### src/hdl/unary_op_pkg.sv
package unary_op_pkg;

    localparam int unsigned DATA_W    = 8;
    localparam int unsigned ADDR_W    = 7;
    localparam int unsigned INSTR_W   = 14;

    // instruction word layout
    localparam int unsigned OPC_MSB   = 13;
    localparam int unsigned OPC_LSB   = 8;
    localparam int unsigned DEST_BIT  = 7;
    localparam int unsigned ADDR_MSB  = 6;

    // top six bits of each recognised instruction
    localparam logic [5:0] OPC_DECREMENT = 6'h03;
    localparam logic [5:0] OPC_INVERT    = 6'h09;
    localparam logic [5:0] OPC_DEC_SKIP  = 6'h0b;

    // destination select values
    localparam logic DEST_ACC = 1'h0;
    localparam logic DEST_REG = 1'h1;

    // reset values and the decrement step
    localparam logic [DATA_W-1:0] DATA_RST = 8'h00;
    localparam logic [ADDR_W-1:0] ADDR_RST = 7'h00;
    localparam logic              FLAG_RST = 1'h0;
    localparam logic [DATA_W-1:0] ONE      = 8'h01;

    typedef enum logic [1:0] {
        OP_NONE,
        OP_DECREMENT,
        OP_INVERT,
        OP_DEC_SKIP
    } unary_op_e;

    typedef enum logic {
        SEQ_EXEC,
        SEQ_SKIP
    } seq_e;

    typedef struct packed {
        seq_e              seq;
        logic              acc_we;
        logic [DATA_W-1:0] acc_data;
        logic              reg_we;
        logic [ADDR_W-1:0] reg_addr;
        logic [DATA_W-1:0] reg_data;
        logic              flag_we;
        logic              null_flag;
        logic              squash;
        logic              done;
    } unary_state_s;

    function automatic unary_op_e decode_op(input logic [INSTR_W-1:0] word);
        unary_op_e op;
        op = OP_NONE;
        case (word[OPC_MSB:OPC_LSB])
            OPC_DECREMENT: op = OP_DECREMENT;
            OPC_INVERT:    op = OP_INVERT;
            OPC_DEC_SKIP:  op = OP_DEC_SKIP;
            default:       op = OP_NONE;
        endcase
        return op;
    endfunction

endpackage

### src/hdl/unary_op_if.sv
`timescale 1ns/100ps
interface unary_op_if;
    import unary_op_pkg::*;

    unary_op_e         kind;
    logic [DATA_W-1:0] operand;
    logic [DATA_W-1:0] result;
    logic              result_null;

    modport core (output kind, output operand, input result, input result_null);
    modport alu  (input kind, input operand, output result, output result_null);
endinterface

### src/hdl/unary_alu.sv
`timescale 1ns/100ps
module unary_alu
    import unary_op_pkg::*;
(
    unary_op_if.alu op
);

    always_comb begin
        case (op.kind)
            // 8-bit subtract wraps 0x00 to 0xff by width alone
            OP_DECREMENT: op.result = op.operand - ONE;
            OP_DEC_SKIP:  op.result = op.operand - ONE;
            OP_INVERT:    op.result = ~op.operand;
            default:      op.result = op.operand;
        endcase
        op.result_null = (op.result == DATA_RST);
    end

endmodule

### src/hdl/unary_file_op_decode.sv
`timescale 1ns/100ps
module unary_file_op_decode
    import unary_op_pkg::*;
#(
    parameter int unsigned DATA_WIDTH = DATA_W,
    parameter int unsigned ADDR_WIDTH = ADDR_W
)
(
    // clock and reset
    input  wire logic               i_clk,
    input  wire logic               i_resetn,
    // instruction cycle enable and issued word
    input  wire logic               i_cycle_en,
    input  wire logic               i_issue,
    input  wire logic [INSTR_W-1:0] i_instr,
    // contents of the addressed register, read by the core
    input  wire logic [DATA_W-1:0]  i_operand,
    // accumulator write
    output logic                    o_acc_we,
    output logic [DATA_W-1:0]       o_acc_data,
    // register file write back
    output logic                    o_reg_we,
    output logic [ADDR_W-1:0]       o_reg_addr,
    output logic [DATA_W-1:0]       o_reg_data,
    // status
    output logic                    o_flag_we,
    output logic                    o_null_flag,
    output logic                    o_squash,
    output logic                    o_done
);

    ////////////////////////////////////////////////////////////////////////////
    // the datapath and field slicing are built on the package layout; a width
    // or field position that the logic cannot serve is refused here
    generate
        if (DATA_WIDTH != DATA_W) begin : g_bad_data_width
            $error("data width must equal the package data width");
        end

        if (ADDR_WIDTH != ADDR_W) begin : g_bad_addr_width
            $error("address width must equal the package address width");
        end

        if (OPC_MSB != INSTR_W - 1) begin : g_bad_opc_msb
            $error("opcode field must end at the top bit of the word");
        end

        if (OPC_LSB != DEST_BIT + 1) begin : g_bad_opc_lsb
            $error("opcode field must sit directly above the destination bit");
        end

        if (DEST_BIT != ADDR_W) begin : g_bad_dest_bit
            $error("destination bit must sit directly above the address field");
        end

        if (ADDR_MSB != ADDR_W - 1) begin : g_bad_addr_msb
            $error("address field must span the full address width");
        end

        if ($bits(OPC_DECREMENT) != OPC_MSB - OPC_LSB + 1) begin : g_bad_opc_width
            $error("opcode constants must match the opcode field width");
        end

        if (OPC_DECREMENT == OPC_INVERT) begin : g_dup_opc_a
            $error("decrement and invert opcodes must differ");
        end

        if (OPC_DECREMENT == OPC_DEC_SKIP) begin : g_dup_opc_b
            $error("decrement and skip opcodes must differ");
        end

        if (OPC_INVERT == OPC_DEC_SKIP) begin : g_dup_opc_c
            $error("invert and skip opcodes must differ");
        end

        if (DEST_ACC == DEST_REG) begin : g_dup_dest
            $error("the two destination select values must differ");
        end

        if ($bits(DATA_RST) != DATA_WIDTH) begin : g_bad_data_rst
            $error("data reset value must match the data width");
        end

        if ($bits(ADDR_RST) != ADDR_WIDTH) begin : g_bad_addr_rst
            $error("address reset value must match the address width");
        end

        if ($bits(ONE) != DATA_WIDTH) begin : g_bad_one
            $error("decrement step must match the data width");
        end

        if (INSTR_W != OPC_MSB - OPC_LSB + 1 + 1 + ADDR_W) begin : g_bad_instr_w
            $error("word width must equal opcode, destination and address fields");
        end
    endgenerate

    ////////////////////////////////////////////////////////////////////////////
    // value held while reset is low; also the idle state of the sequencer
    function automatic unary_state_s reset_state();
        unary_state_s st;
        st           = '0;
        st.seq       = SEQ_EXEC;
        st.acc_we    = 1'h0;
        st.acc_data  = DATA_RST;
        st.reg_we    = 1'h0;
        st.reg_addr  = ADDR_RST;
        st.reg_data  = DATA_RST;
        st.flag_we   = 1'h0;
        st.null_flag = FLAG_RST;
        st.squash    = 1'h0;
        st.done      = 1'h0;
        return st;
    endfunction

    // data, address and flag keep their values; only the pulses drop
    function automatic unary_state_s clear_strobes(input unary_state_s st);
        unary_state_s nx;
        nx         = st;
        nx.acc_we  = 1'h0;
        nx.reg_we  = 1'h0;
        nx.flag_we = 1'h0;
        nx.squash  = 1'h0;
        nx.done    = 1'h0;
        return nx;
    endfunction

    // decrement and invert own the null flag; the skip form leaves it alone
    function automatic logic updates_flag(input unary_op_e k);
        return (k == OP_DECREMENT) || (k == OP_INVERT);
    endfunction

    // only a skip form that reaches zero throws away the fetched word
    function automatic logic skips_next(input unary_op_e k, input logic is_null);
        return (k == OP_DEC_SKIP) && is_null;
    endfunction

    ////////////////////////////////////////////////////////////////////////////
    unary_op_if   op ();
    unary_state_s s_q;
    unary_state_s s_d;
    unary_op_e    kind;
    logic         take;
    logic         dest;

    assign kind = decode_op(i_instr);
    assign dest = i_instr[DEST_BIT];
    // the word issued in a skip cycle is the squashed one and never runs
    assign take = i_cycle_en && i_issue && (s_q.seq == SEQ_EXEC) && (kind != OP_NONE);

    assign op.kind    = kind;
    assign op.operand = i_operand;

    unary_alu u_alu (
        .op (op.alu)
    );

    ////////////////////////////////////////////////////////////////////////////
    always_comb begin
        // strobes are one clock wide so the core sees each write once
        s_d = clear_strobes(s_q);
        if (i_cycle_en) begin
            case (s_q.seq)
                SEQ_EXEC: begin
                    if (take) begin
                        s_d.done     = 1'h1;
                        s_d.reg_addr = i_instr[ADDR_MSB:0];
                        if (dest == DEST_ACC) begin
                            s_d.acc_we   = 1'h1;
                            s_d.acc_data = op.result;
                        end else begin
                            s_d.reg_we   = 1'h1;
                            s_d.reg_data = op.result;
                        end
                        if (updates_flag(kind)) begin
                            // set on zero, cleared on any non-zero result
                            s_d.flag_we   = 1'h1;
                            s_d.null_flag = op.result_null;
                        end
                        // flags untouched by the skip form
                        if (skips_next(kind, op.result_null)) begin
                            s_d.squash = 1'h1;
                            s_d.seq    = SEQ_SKIP;
                        end
                    end
                end
                SEQ_SKIP: begin
                    // second cycle of the skip form acts as a no-operation
                    s_d.seq = SEQ_EXEC;
                end
                default: begin
                    s_d.seq = SEQ_EXEC;
                end
            endcase
        end
    end

    always_ff @(posedge i_clk) begin
        if (!i_resetn) begin
            s_q <= reset_state();
        end else begin
            s_q <= s_d;
        end
    end

    ////////////////////////////////////////////////////////////////////////////
    assign o_acc_we    = s_q.acc_we;
    assign o_acc_data  = s_q.acc_data;
    assign o_reg_we    = s_q.reg_we;
    assign o_reg_addr  = s_q.reg_addr;
    assign o_reg_data  = s_q.reg_data;
    assign o_flag_we   = s_q.flag_we;
    assign o_null_flag = s_q.null_flag;
    assign o_squash    = s_q.squash;
    assign o_done      = s_q.done;

endmodule

### config.mk
export PLATFORM = sky130hd
export DESIGN_NAME = unary_file_op_decode
export DESIGN_NICKNAME = d
export VERILOG_FILES = /design/src/hdl/unary_op_pkg.sv /design/src/hdl/unary_op_if.sv /design/src/hdl/unary_alu.sv /design/src/hdl/unary_file_op_decode.sv
export SDC_FILE = /design/constraint.sdc
export NUM_CORES = 1
export LEC_CHECK = 0
export ABC_AREA = 1
export BUFFER_PORTS_ARGS = -buffer_cell sky130_fd_sc_hd__buf_2
export CORE_ASPECT_RATIO = 0.5
export CORE_MARGIN = 2
export CORE_UTILIZATION = 57
export CTS_BUF_LIST = sky130_fd_sc_hd__clkbuf_2 sky130_fd_sc_hd__clkbuf_4 sky130_fd_sc_hd__clkbuf_8
export DETAILED_ROUTE_END_ITERATION = 12
export PLACE_DENSITY = 0.88
export REMOVE_ABC_BUFFERS = 1
export SLEW_MARGIN = 20
export SYNTH_ARGS = -nofsm -noshare
export SYNTH_HDL_FRONTEND = slang
export SYNTH_SLANG_ARGS = --single-unit
### constraint.sdc
create_clock -name i_clk -period 2.93 [get_ports i_clk]
set_input_delay 0.293 -clock i_clk [delete_from_list [all_inputs] [get_ports i_clk]]
set_output_delay 0.293 -clock i_clk [all_outputs]
set_load 0.02 [all_outputs]
==> results of run 1 <==
-- Yosys cell counts (all sizes together) --
cell    count  area (um^2)
ha          5        62.56
nor2       30        171.4
inv        28        107.6
nand3       9        50.05
a21oi      12        63.81
nand2      39        151.4
o21bai      2        15.01
nor3        3        26.28
nand4       3        18.77
nand3b      1        7.510
o211ai      6        75.07
clkbuf      2        7.510
dfxtp      30        600.6
buf        27        225.2
o21ai      26        137.6
a21boi      2        15.01
-- routing by layer --
metal,routed length [um],global-route usage,vias up
met5,0,0,-
met4,47,0.1167,0
met3,188,0.03830,5
met2,1619,0.3431,34
met1,1693,0.2797,656
li1,-,-,764
-- registers in the layout, indices dropped and copies added, names as in the netlist --
| signal | cells |
|---|---|
| o_acc_data | 8 |
| o_acc_we | 1 |
| o_done | 1 |
| o_flag_we | 1 |
| o_null_flag | 1 |
| o_reg_addr | 7 |
| o_reg_data | 8 |
| o_reg_we | 1 |
| o_squash | 1 |
| s_q | 1 |
-- power by group through the flow --
stage                     clock network [uW]  logic, uW  registers (uW)
after floorplan                            0       39.5             426
final                                    323       83.2             413
after CTS                                325       82.5             413
after global routing                     341       92.1             413
after detailed placement                   0       82.1             422
after global placement                     0       80.0             422
-- critical path: stages --
cell and delay, ps:
buf_2 90, nor2_1 150, nand4_1 180, ha_1 360, nor3_4 380, inv_4 180
nor2_8 230, o21ai_0 110, o21bai_1 180, inv_1 50
-- logic make-up (layout without fill, tap and decap cells) --
| logic type | after synthesis | after routing | synth area share |
|---|---|---|---|
| adders and majority gates | 5 | 5 | 0.03605 |
| and+or+nand+nor | 85 | 85 | 0.2451 |
| AOI/OAI and AO/OA | 48 | 48 | 0.1766 |
| buffers and inverters | 57 | 89 | 0.1961 |
| DFF | 30 | 30 | 0.3461 |
-- per-stage QoR --
step / setup slack [ps] / total power, uW / cells / utilization / instance area, um^2
2_1_floorplan: 999.6 / 465.3 / 196 / - / 1503
3_3_place_gp: 743.0 / 501.7 / 290 / 0.6195 / 1823
3_5_place_dp: 649.7 / 503.9 / 290 / 0.6195 / 1823
4_1_cts: 944.0 / 821.0 / 297 / 0.6480 / 1907
5_1_grt: 703.6 / 846.4 / 297 / 0.6480 / 1907
6_report: 937.1 / 819.1 / 297 / 0.6480 / 1907
-- cell type report --
cell class	instances	area, um^2	area share
clock buffer	7	83.83	0.04396
tap	40	50.05	0.02625
multi-input combinational	138	794.5	0.4167
sequential	30	600.6	0.3150
inverter	28	107.6	0.05643
timing repair buffer	54	270.3	0.1417
-- worst paths after layout --
path	from	endpoint	slack, ps	cells after the start
max	i_instr[13]	o_reg_data[5]	940	10
max reg2reg	s_q[29]	o_reg_data[5]	1430	6
min reg2reg	o_acc_data[3]	o_acc_data[3]	510	2
min	i_instr[2]	o_reg_addr[2]	230	3
==> run metrics, run 1 <==
outcome finished clean; number of nets still failing antenna checks after routing 0; Worst Path Class, Setup in -> reg; CP Capture Type flip-flop; filler cell count in the final layout between 200 and 250; total net switching power 197.2 uW; hold violation total from the final report 0; power per cell area 429.5 nW/um^2; setup tns final 0 ps; clk root buf clkbuf_8; maximum clock rate ~0.50 GHz; CTS sink count 30; number of synthesized register bits 30; maxcap violations 0; Post-Synthesis Cell Area around 1700 um^2; horizontal die dimension 82.04 um; port buffer count 54; pin count of the biggest net entering global routing 27; post-synthesis instance total about 230; Core Footprint between 2000 and 3000 um^2; Clock power frac 0.394; share of total power in sequential cells 0.504; Gate power share 0.102; total of cells resized after clock tree synthesis 0; clock-pin slew on the worst setup and hold paths about 60 ps; required time worst endpoint about 3200 ps; fin. max-slew vios 0; num rows 14; vias after detailed routing about 1500; count of TritonRoute iterations in the first routing pass 4; first-pass GRT wire length around 5600 um; final setup violation count 0; clock skew after layout between 1.5 and 2 ps; proportion of synthesized chip area in sequential cells 0.3461; most common cell after layout, fill and taps aside buf_2; commonest non-fill, non-tap cells in the layout buf_2, nand2_1, dfxtp_1, nor2_1, o21ai_0; P&R area growth vs syn 9.878%; clock latency reported for the late side of the worst-skew pair ~280 ps; critical path data arrival time roughly 2200 ps; clock period minus worst slack 1993 ps; half-perimeter wire length of the detailed placement result between 2000 and 3000 um; area of the die 3529 um^2; clock tree from TritonCTS done; IO Count 55; H-Tree Level Count 2; Post-Syn Area per Cell 7.713 um^2; class of the tightest hold or removal check in -> reg; Hold-fix buffers, CTS 0; initial antenna violation count 0; peak supply drop about 350 uV; die boundary height 43.02 um; starting density of the core 0.5897; static leakage ~0.0010 uW; switching share of power 0.2407; kind of start point of the critical path primary input; mean routed wirelength per cell 11.95 um; number of buffers created by CTS 5; total global-route track usage 0.2161; share of post-route cells with drive strength above 1 0.3385; placer congestion estimate around 0.83; maximum clock insertion buffer count 2; drc violations 0; design internal power 621.9 uW; number of DRC markers in iteration 0 91; overall routed net length approximately 3500 um; Setup Buffers After CTS 0; warnings from Yosys 0; setup repair after global routing missed its margin false; crit path max fanout 16; measured slew at the worst slew-check pin approximately 430 ps; nets@finish approximately 290; Worst Hold Margin around 230 ps; number of vias per cell about 4.9; Worst slew margin 0.7161; Remaining Overflow, GRT 0; Cell variety after synth 29; share of the clock period used by the worst path after layout 0.6802; via count of the first global-routing pass between 1000 and 1500; antenna cells 0
Note: power is estimated with default switching activity, not from simulation.
==> run 2, diff against run 1 <==
--- a/config.mk
+++ b/config.mk
@@ -5,14 +5,14 @@
 export SDC_FILE = /design/constraint.sdc
 export NUM_CORES = 1
 export LEC_CHECK = 0
-export ABC_AREA = 1
+export ABC_AREA = 0
 export BUFFER_PORTS_ARGS = -buffer_cell sky130_fd_sc_hd__buf_2
 export CORE_ASPECT_RATIO = 0.5
 export CORE_MARGIN = 2
-export CORE_UTILIZATION = 57
+export CORE_UTILIZATION = 47
 export CTS_BUF_LIST = sky130_fd_sc_hd__clkbuf_2 sky130_fd_sc_hd__clkbuf_4 sky130_fd_sc_hd__clkbuf_8
 export DETAILED_ROUTE_END_ITERATION = 12
-export PLACE_DENSITY = 0.88
+export PLACE_DENSITY = 0.78
 export REMOVE_ABC_BUFFERS = 1
 export SLEW_MARGIN = 20
 export SYNTH_ARGS = -nofsm -noshare
==> constraint.sdc (replaced) <==
create_clock -name i_clk -period 1.63 [get_ports i_clk]
set_input_delay 0.163 -clock i_clk [delete_from_list [all_inputs] [get_ports i_clk]]
set_output_delay 0.163 -clock i_clk [all_outputs]
set_load 0.02 [all_outputs]
==> run 2 against run 1 <==
Compared with the run above:
- final cell count grew 4.7%
- register-to-register slack lost 1200 ps
- the run now ends with setup timing left
- first-iteration DRC count shrank 36%
==> run metrics, run 2 <==
Remaining Overflow, GRT 0 (unchanged); class of the tightest hold or removal check in -> reg (unchanged); maxcap violations 0 (unchanged); via count of the first global-routing pass 1575 (was 1299); outcome complete, but fails checks (was finished clean); worst path bufs/invs 3 (unchanged); number of synthesized register bits 30 (unchanged); clock latency reported for the late side of the worst-skew pair 270 ps (was 280 ps); fin. max-slew vios 0 (unchanged); Util after Layout 0.7305 (was 0.6480); maximum clock insertion buffer count 2 (unchanged); final non-filler cell area 2536 um^2 (was 1907 um^2); first-pass GRT wire length 7127 um (was 5630 um); critical path data arrival time 2110 ps (was 2220 ps); most frequently used cell type in the post-synthesis netlist dfxtp_1 (was nand2_1); clock skew after layout 3.389 ps (was 1.799 ps); num rows 15 (was 14); Synth top area share 0.3483 (was 0.3461); cells along the critical path buf_6 > nor4b_4 > and2_4 > inv_4 > buf_6 > ha_4 > o31ai_2 > nor3b_2 > nand3_2 > o21ai_1 (was buf_2 > nor2_1 > nand4_1 > ha_1 > nor3_4 > inv_4 > nor2_8 > o21ai_0 > o21bai_1 > inv_1); total global-route track usage 0.2303 (was 0.2161); drc violations 0 (unchanged); Post-Syn Area per Cell 9.027 um^2 (was 7.713 um^2); antenna cells 0 (unchanged); Clock power frac 0.408 (was 0.394); number of buffers created by CTS 5 (unchanged); CTS sink count 30 (unchanged); crit path max fanout 8 (was 16); H-Tree Level Count 2 (unchanged); horizontal die dimension 89.66 um (was 82.04 um); delay contributed by the slowest stage of the critical path 430 ps (was 380 ps); instance area at placement 2058 um^2 (was 1823 um^2); die boundary height 46.83 um (was 43.02 um); setup slack of the most critical reg-to-reg path 200 ps (was 1430 ps); category of cells accounting for the largest share of critical-path delay simple AND/OR/NAND/NOR gates (unchanged); count of TritonRoute iterations in the first routing pass 4 (unchanged); filler cell count in the final layout 232 (was 242); Post-Synthesis Cell Area 1724 um^2 (was 1735 um^2); half-perimeter wire length of the detailed placement result 3177 um (was 2727 um); switching share of power 0.2330 (was 0.2407); share of the clock period used by the worst path after layout 1.170; setup tns final -2386 ps (was 0 ps); post-synthesis instance total 191 (was 225); most common cell after layout, fill and taps aside buf_2 (unchanged); Worst slew margin 0.7019 (was 0.7161); vias after detailed routing 1693 (was 1459); IO Count 55 (unchanged); initial antenna violation count 0 (unchanged); Gate power share 0.151 (was 0.102); P&R area growth vs syn 47.10% (was 9.878%); Worst path most repeated cell buf_6; warnings from Yosys 0 (unchanged); Core Footprint 3472 um^2 (was 2943 um^2); synth top area cells dfxtp_1, buf_4, mux2i_1, o211a_1, nor2b_1 (was dfxtp_1, buf_4, nand2_1, o21ai_0, nor2_1); static leakage 0.001230 uW (was 0.001039 uW); clock tree from TritonCTS done (unchanged); clock period minus worst slack 1907 ps; port buffer count 54 (unchanged); Post-synth top cells dfxtp_1, buf_4, nand2_1, nor2b_1, mux2i_1 (was nand2_1, dfxtp_1, nor2_1, buf_4, o21ai_0); commonest non-fill, non-tap cells in the layout buf_2, dfxtp_1, buf_4, buf_6, nor2b_1 (was buf_2, nand2_1, dfxtp_1, nor2_1, o21ai_0); total net switching power 390.7 uW (was 197.2 uW); number of nets still failing antenna checks after routing 0 (unchanged); Cell variety after synth 39 (was 29); setup repair after global routing missed its margin true (was false); proportion of synthesized chip area in sequential cells 0.3483 (was 0.3461); measured slew at the worst slew-check pin 444.5 ps (was 425.9 ps); power per cell area 661.3 nW/um^2 (was 429.5 nW/um^2); number of vias per cell 5.444 (was 4.912); area of the die 4199 um^2 (was 3529 um^2); EDFF count, synth 0 (unchanged); design internal power 1286 uW (was 621.9 uW); required time worst endpoint 1840 ps (was 3160 ps); setup slack of the critical path after layout -277.2 ps (was 937.1 ps); commonest register cell after synthesis dfxtp_1 (unchanged); nets@finish 290 (was 288); placer congestion estimate 0.8679 (was 0.8294); Yosys top cell by area dfxtp_1 (unchanged); clock-pin slew on the worst setup and hold paths 60 ps (about the same); overall routed net length 5366 um (was 3548 um); number of DRC markers in iteration 0 58 (was 91); final setup violation count 26 (was 0); Synth async-reset ratio 0 (unchanged); peak supply drop 565.5 uV (was 347.8 uV); share of post-route cells with drive strength above 1 0.5769 (was 0.3385); share of total power in sequential cells 0.441 (was 0.504); violated checks setup timing; pin count of the biggest net entering global routing 30 (was 27); Worst Path Class, Setup in -> reg (unchanged); kind of start point of the critical path primary input (unchanged); clk root buf clkbuf_8 (unchanged); starting density of the core 0.4966 (was 0.5897); hold violation total from the final report 0 (unchanged); sum of internal, switching and leakage power 1677 uW (was 819.1 uW); maximum clock rate 0.5243 GHz; CP Capture Type flip-flop (unchanged); mean routed wirelength per cell 17.25 um (was 11.95 um); Worst Hold Margin 148.2 ps (was 232.5 ps); cell with the largest stage delay on the worst path o31ai_2 (was nor3_4)
[run 2: cell types whose count changed after synthesis, sizes merged, moves of 4 or more]
cell	change
mux2i	+11
o211ai	-5
a21oi	-5
o211a	+10
nor2b	+12
nor2	-21
and2	+7
o21ai	-25
nor3b	+10
nand3	-6
nand2	-24
inv	-20
clkbuf	+4
[run 2: metal layers]
metal	global-route usage	vias up	wire (um)
met2	0.4485	69	2821
met5	0	-	0
li1	-	776	-
met1	0.2495	818	1971
met4	0.09851	0	279
met3	0.05097	30	293
[run 2: worst paths after layout]
check | start | end | depth (start not counted)
hold / removal | i_instr[3] | o_reg_addr[3] | 3
setup reg to reg | s_q[29] | o_reg_data[0] | 6
hold reg to reg | o_reg_data[1] | o_reg_data[1] | 2
setup / recovery | i_instr[13] | s_q[29] | 10
[run 2: worst register-to-register path, delay by kind of cell, from the launching register on]
| kind | cells | cell delay (ps) |
|---|---|---|
| and+or+nand+nor | 2 | 400 |
| buffers and inverters | 3 | 390 |
| DFF | 1 | 330 |
| AOI/OAI and AO/OA | 1 | 200 |
[run 2: power groups by stage]
stage                     Clock [uW]  Combinational [uW]  Sequential, uW
after floorplan                    0                67.8             761
after global placement             0                 182             756
after detailed placement           0                 188             756
after CTS                        693                 226             740
after global routing             732                 268             740
final                            684                 253             740
[run 2: repair_timing]
item	in CTS	in global routing
hold buffers	0	0
buffers inserted	6	7
resized for setup	48	22
endpoints found under the setup margin	30	25
pin swaps	18	18
[run 2: logic make-up (layout without fill, tap and decap cells)]
group	Yosys count	in the layout	synth area share
DFF	30	30	0.3483
xor gates and xnor gates	1	1	0.005081
buffers and inverters	42	111	0.1480
muxes	11	11	0.06386
AOI/OAI and AO/OA	29	29	0.1430
adders and majority gates	5	5	0.03628
and+or+nand+nor	73	73	0.2554
[run 2: cell type report]
class / count / area (um^2) / share of cell area
multi-input cells: 119 / 1087 / 0.4287
inverters: 8 / 35.03 / 0.01381
well taps: 51 / 63.81 / 0.02516
repair buffers: 95 / 639.4 / 0.2521
flip-flops and latches: 30 / 600.6 / 0.2368
clock buffers: 8 / 110.1 / 0.04341
[run 2: metrics by stage]
step                std cells  worst slack, ps
global placement          292           -694.5
detailed placement        292           -826.7
CTS                       305           -163.2
finish                    311           -277.2
global route              311           -285.1
floorplan                 157            -1574
==> run 3, diff against run 2 <==
--- a/config.mk
+++ b/config.mk
@@ -6,7 +6,7 @@
 export NUM_CORES = 1
 export LEC_CHECK = 0
 export ABC_AREA = 0
-export BUFFER_PORTS_ARGS = -buffer_cell sky130_fd_sc_hd__buf_2
+export BUFFER_PORTS_ARGS = -buffer_cell sky130_fd_sc_hd__buf_4
 export CORE_ASPECT_RATIO = 0.5
 export CORE_MARGIN = 2
 export CORE_UTILIZATION = 47
==> run 3 against run 2 <==
Compared with the run above:
- the flow still finishes with violations (setup timing)
- sequential share of layout area shrank 0.69 points
- fmax is 3.3% higher
- worst hold slack worse by 9.4 ps
- worst setup slack gained 61 ps
- design area grew 3.0%
- routed wire length fell by 4.9%
- critical path depth unchanged
- critical path type unchanged
- critical endpoint is now o_acc_data[4]
==> run metrics, run 3 (synthesis gave the netlist of run 2 again) <==
outcome complete, but fails checks (unchanged); violated checks setup timing (unchanged); clock tree from TritonCTS done (unchanged); static leakage 0.001224 uW (was 0.001230 uW); clock-pin slew on the worst setup and hold paths 60 ps (about the same); cells along the critical path buf_6 > nor4b_4 > and2_4 > inv_4 > ha_4 > and4bb_2 > nor2b_4 > buf_6 > mux2i_1 > nor2b_1 (was buf_6 > nor4b_4 > and2_4 > inv_4 > buf_6 > ha_4 > o31ai_2 > nor3b_2 > nand3_2 > o21ai_1); clock skew after layout 3.084 ps (was 3.389 ps); peak supply drop 402.3 uV (was 565.5 uV); number of non-filler instances in the completed layout 309 (was 311); nets@finish 288 (was 290); cells on worst reg2reg path 5 (was 6); total global-route track usage 0.2179 (was 0.2303); num rows 15 (unchanged); power per cell area 626.6 nW/um^2 (was 661.3 nW/um^2); number of nets still failing antenna checks after routing 0 (unchanged); kind of start point of the critical path primary input (unchanged); crit path max fanout 8 (unchanged); fin. max-slew vios 0 (unchanged); count of TritonRoute iterations in the first routing pass 4 (unchanged); clock period minus worst slack 1846 ps (was 1907 ps); delay contributed by the slowest stage of the critical path 390 ps (was 430 ps); vias after detailed routing 1666 (was 1693); starting density of the core 0.4966 (unchanged); clock latency reported for the late side of the worst-skew pair 280 ps (was 270 ps); final setup violation count 20 (was 26); die boundary height 46.83 um (unchanged); Remaining Overflow, GRT 0 (unchanged); cell depth of the worst min-delay path 3 (unchanged); H-Tree Level Count 2 (unchanged); horizontal die dimension 89.66 um (unchanged); CP Capture Type flip-flop (unchanged); class of the tightest hold or removal check in -> reg (unchanged); drc violations 0 (unchanged); number of vias per cell 5.392 (was 5.444); overall routed net length 5101 um (was 5366 um); critical path data arrival time 2020 ps (was 2110 ps); mean routed wirelength per cell 16.51 um (was 17.25 um); commonest non-fill, non-tap cells in the layout buf_4, dfxtp_1, buf_6, mux2i_1, nor2b_1 (was buf_2, dfxtp_1, buf_4, buf_6, nor2b_1); setup repair after global routing missed its margin true (unchanged); number of DRC markers in iteration 0 83 (was 58); instance count after placement with tap cells included 292 (unchanged); maxcap violations 0 (unchanged); share of post-route cells with drive strength above 1 0.5388 (was 0.5769); measured slew at the worst slew-check pin 475.4 ps (was 444.5 ps); IO Count 55 (unchanged); Worst Path Class, Setup in -> reg (unchanged); hold violation total from the final report 0 (unchanged); maximum clock rate 0.5417 GHz (was 0.5243 GHz); port buffer count 54 (unchanged); setup slack of the critical path after layout -216.2 ps (was -277.2 ps); most common cell after layout, fill and taps aside buf_4 (was buf_2); via count of the first global-routing pass 1493 (was 1575); cell with the largest stage delay on the worst path and4bb_2 (was o31ai_2); setup tns final -2274 ps (was -2386 ps); Core Footprint 3472 um^2 (unchanged); number of buffers created by CTS 5 (unchanged); Worst slew margin 0.6803 (was 0.7019); first-pass GRT wire length 6727 um (was 7127 um); Worst path most repeated cell buf_6 (unchanged); required time worst endpoint 1800 ps (was 1840 ps); maximum clock insertion buffer count 2 (unchanged); initial antenna violation count 0 (unchanged); clk root buf clkbuf_8 (unchanged); pin count of the biggest net entering global routing 30 (unchanged); share of the clock period used by the worst path after layout 1.133 (was 1.170); antenna cells 0 (unchanged); CTS sink count 30 (unchanged); placer congestion estimate 0.8567 (was 0.8679); area of the die 4199 um^2 (unchanged); P&R area growth vs syn 51.52% (was 47.10%); half-perimeter wire length of the detailed placement result 3148 um (was 3177 um)
[run 3: worst max-delay path: cells and delay by family]
kind,cells,cell delay (ps)
simple gates,5,1160
buf+inv,3,270
mux,1,240
fa+ha+maj,1,190
[run 3: power by group]
group          internal [uW]  switching [uW]  total (uW)
clock                    357             275         632
sequential               738            2.60         740
combinational            143             122         265
total                   1240             400        1640
[run 3: final cells by class]
cell class                      instances  area, um^2
Clock buffer                            7       90.09
Clock inverter                          1       5.005
Fill cell                             219       859.6
Inverter                                8       35.03
Multi-Input combinational cell        119        1052
Sequential cell                        30       600.6
Tap cell                               51       63.81
Timing Repair Buffer                   93       765.7
[run 3: worst paths after layout]
| kind | to | startpoint | slack [ps] |
|---|---|---|---|
| max | o_acc_data[4] | i_instr[10] | -220 |
| max reg2reg | o_acc_data[4] | s_q[29] | 150 |
| min reg2reg | o_reg_data[1] | o_reg_data[1] | 470 |
| min | o_reg_addr[0] | i_instr[0] | 140 |
[run 3: through the flow]
stage          instance area [um^2]  worst slack (ps)  power, uW  hold WS [ps]    util
2_1_floorplan                  1499             -1574      829.1         284.7       -
3_3_place_gp                   2193            -661.6      957.7         416.9  0.6317
3_5_place_dp                   2193            -757.1      962.8         430.3  0.6317
4_1_cts                        2456            -206.2       1608         138.4  0.7074
5_1_grt                        2613            -310.9       1695         161.6  0.7524
6_report                       2613            -216.2       1637         138.8  0.7524
[run 3: timing repair]
action / in CTS / in global routing
endpoints found under the setup margin: 30 / 27
pin swaps: 14 / 20
resized for setup: 31 / 28
hold buffers: 0 / 0
setup buffers: 4 / 7
[run 3: routing by layer]
layer / track usage / wire length (um)
met1: 0.2481 / 1966
met2: 0.3985 / 2666
met3: 0.05448 / 298
met4: 0.1015 / 170
met5: 0 / 0
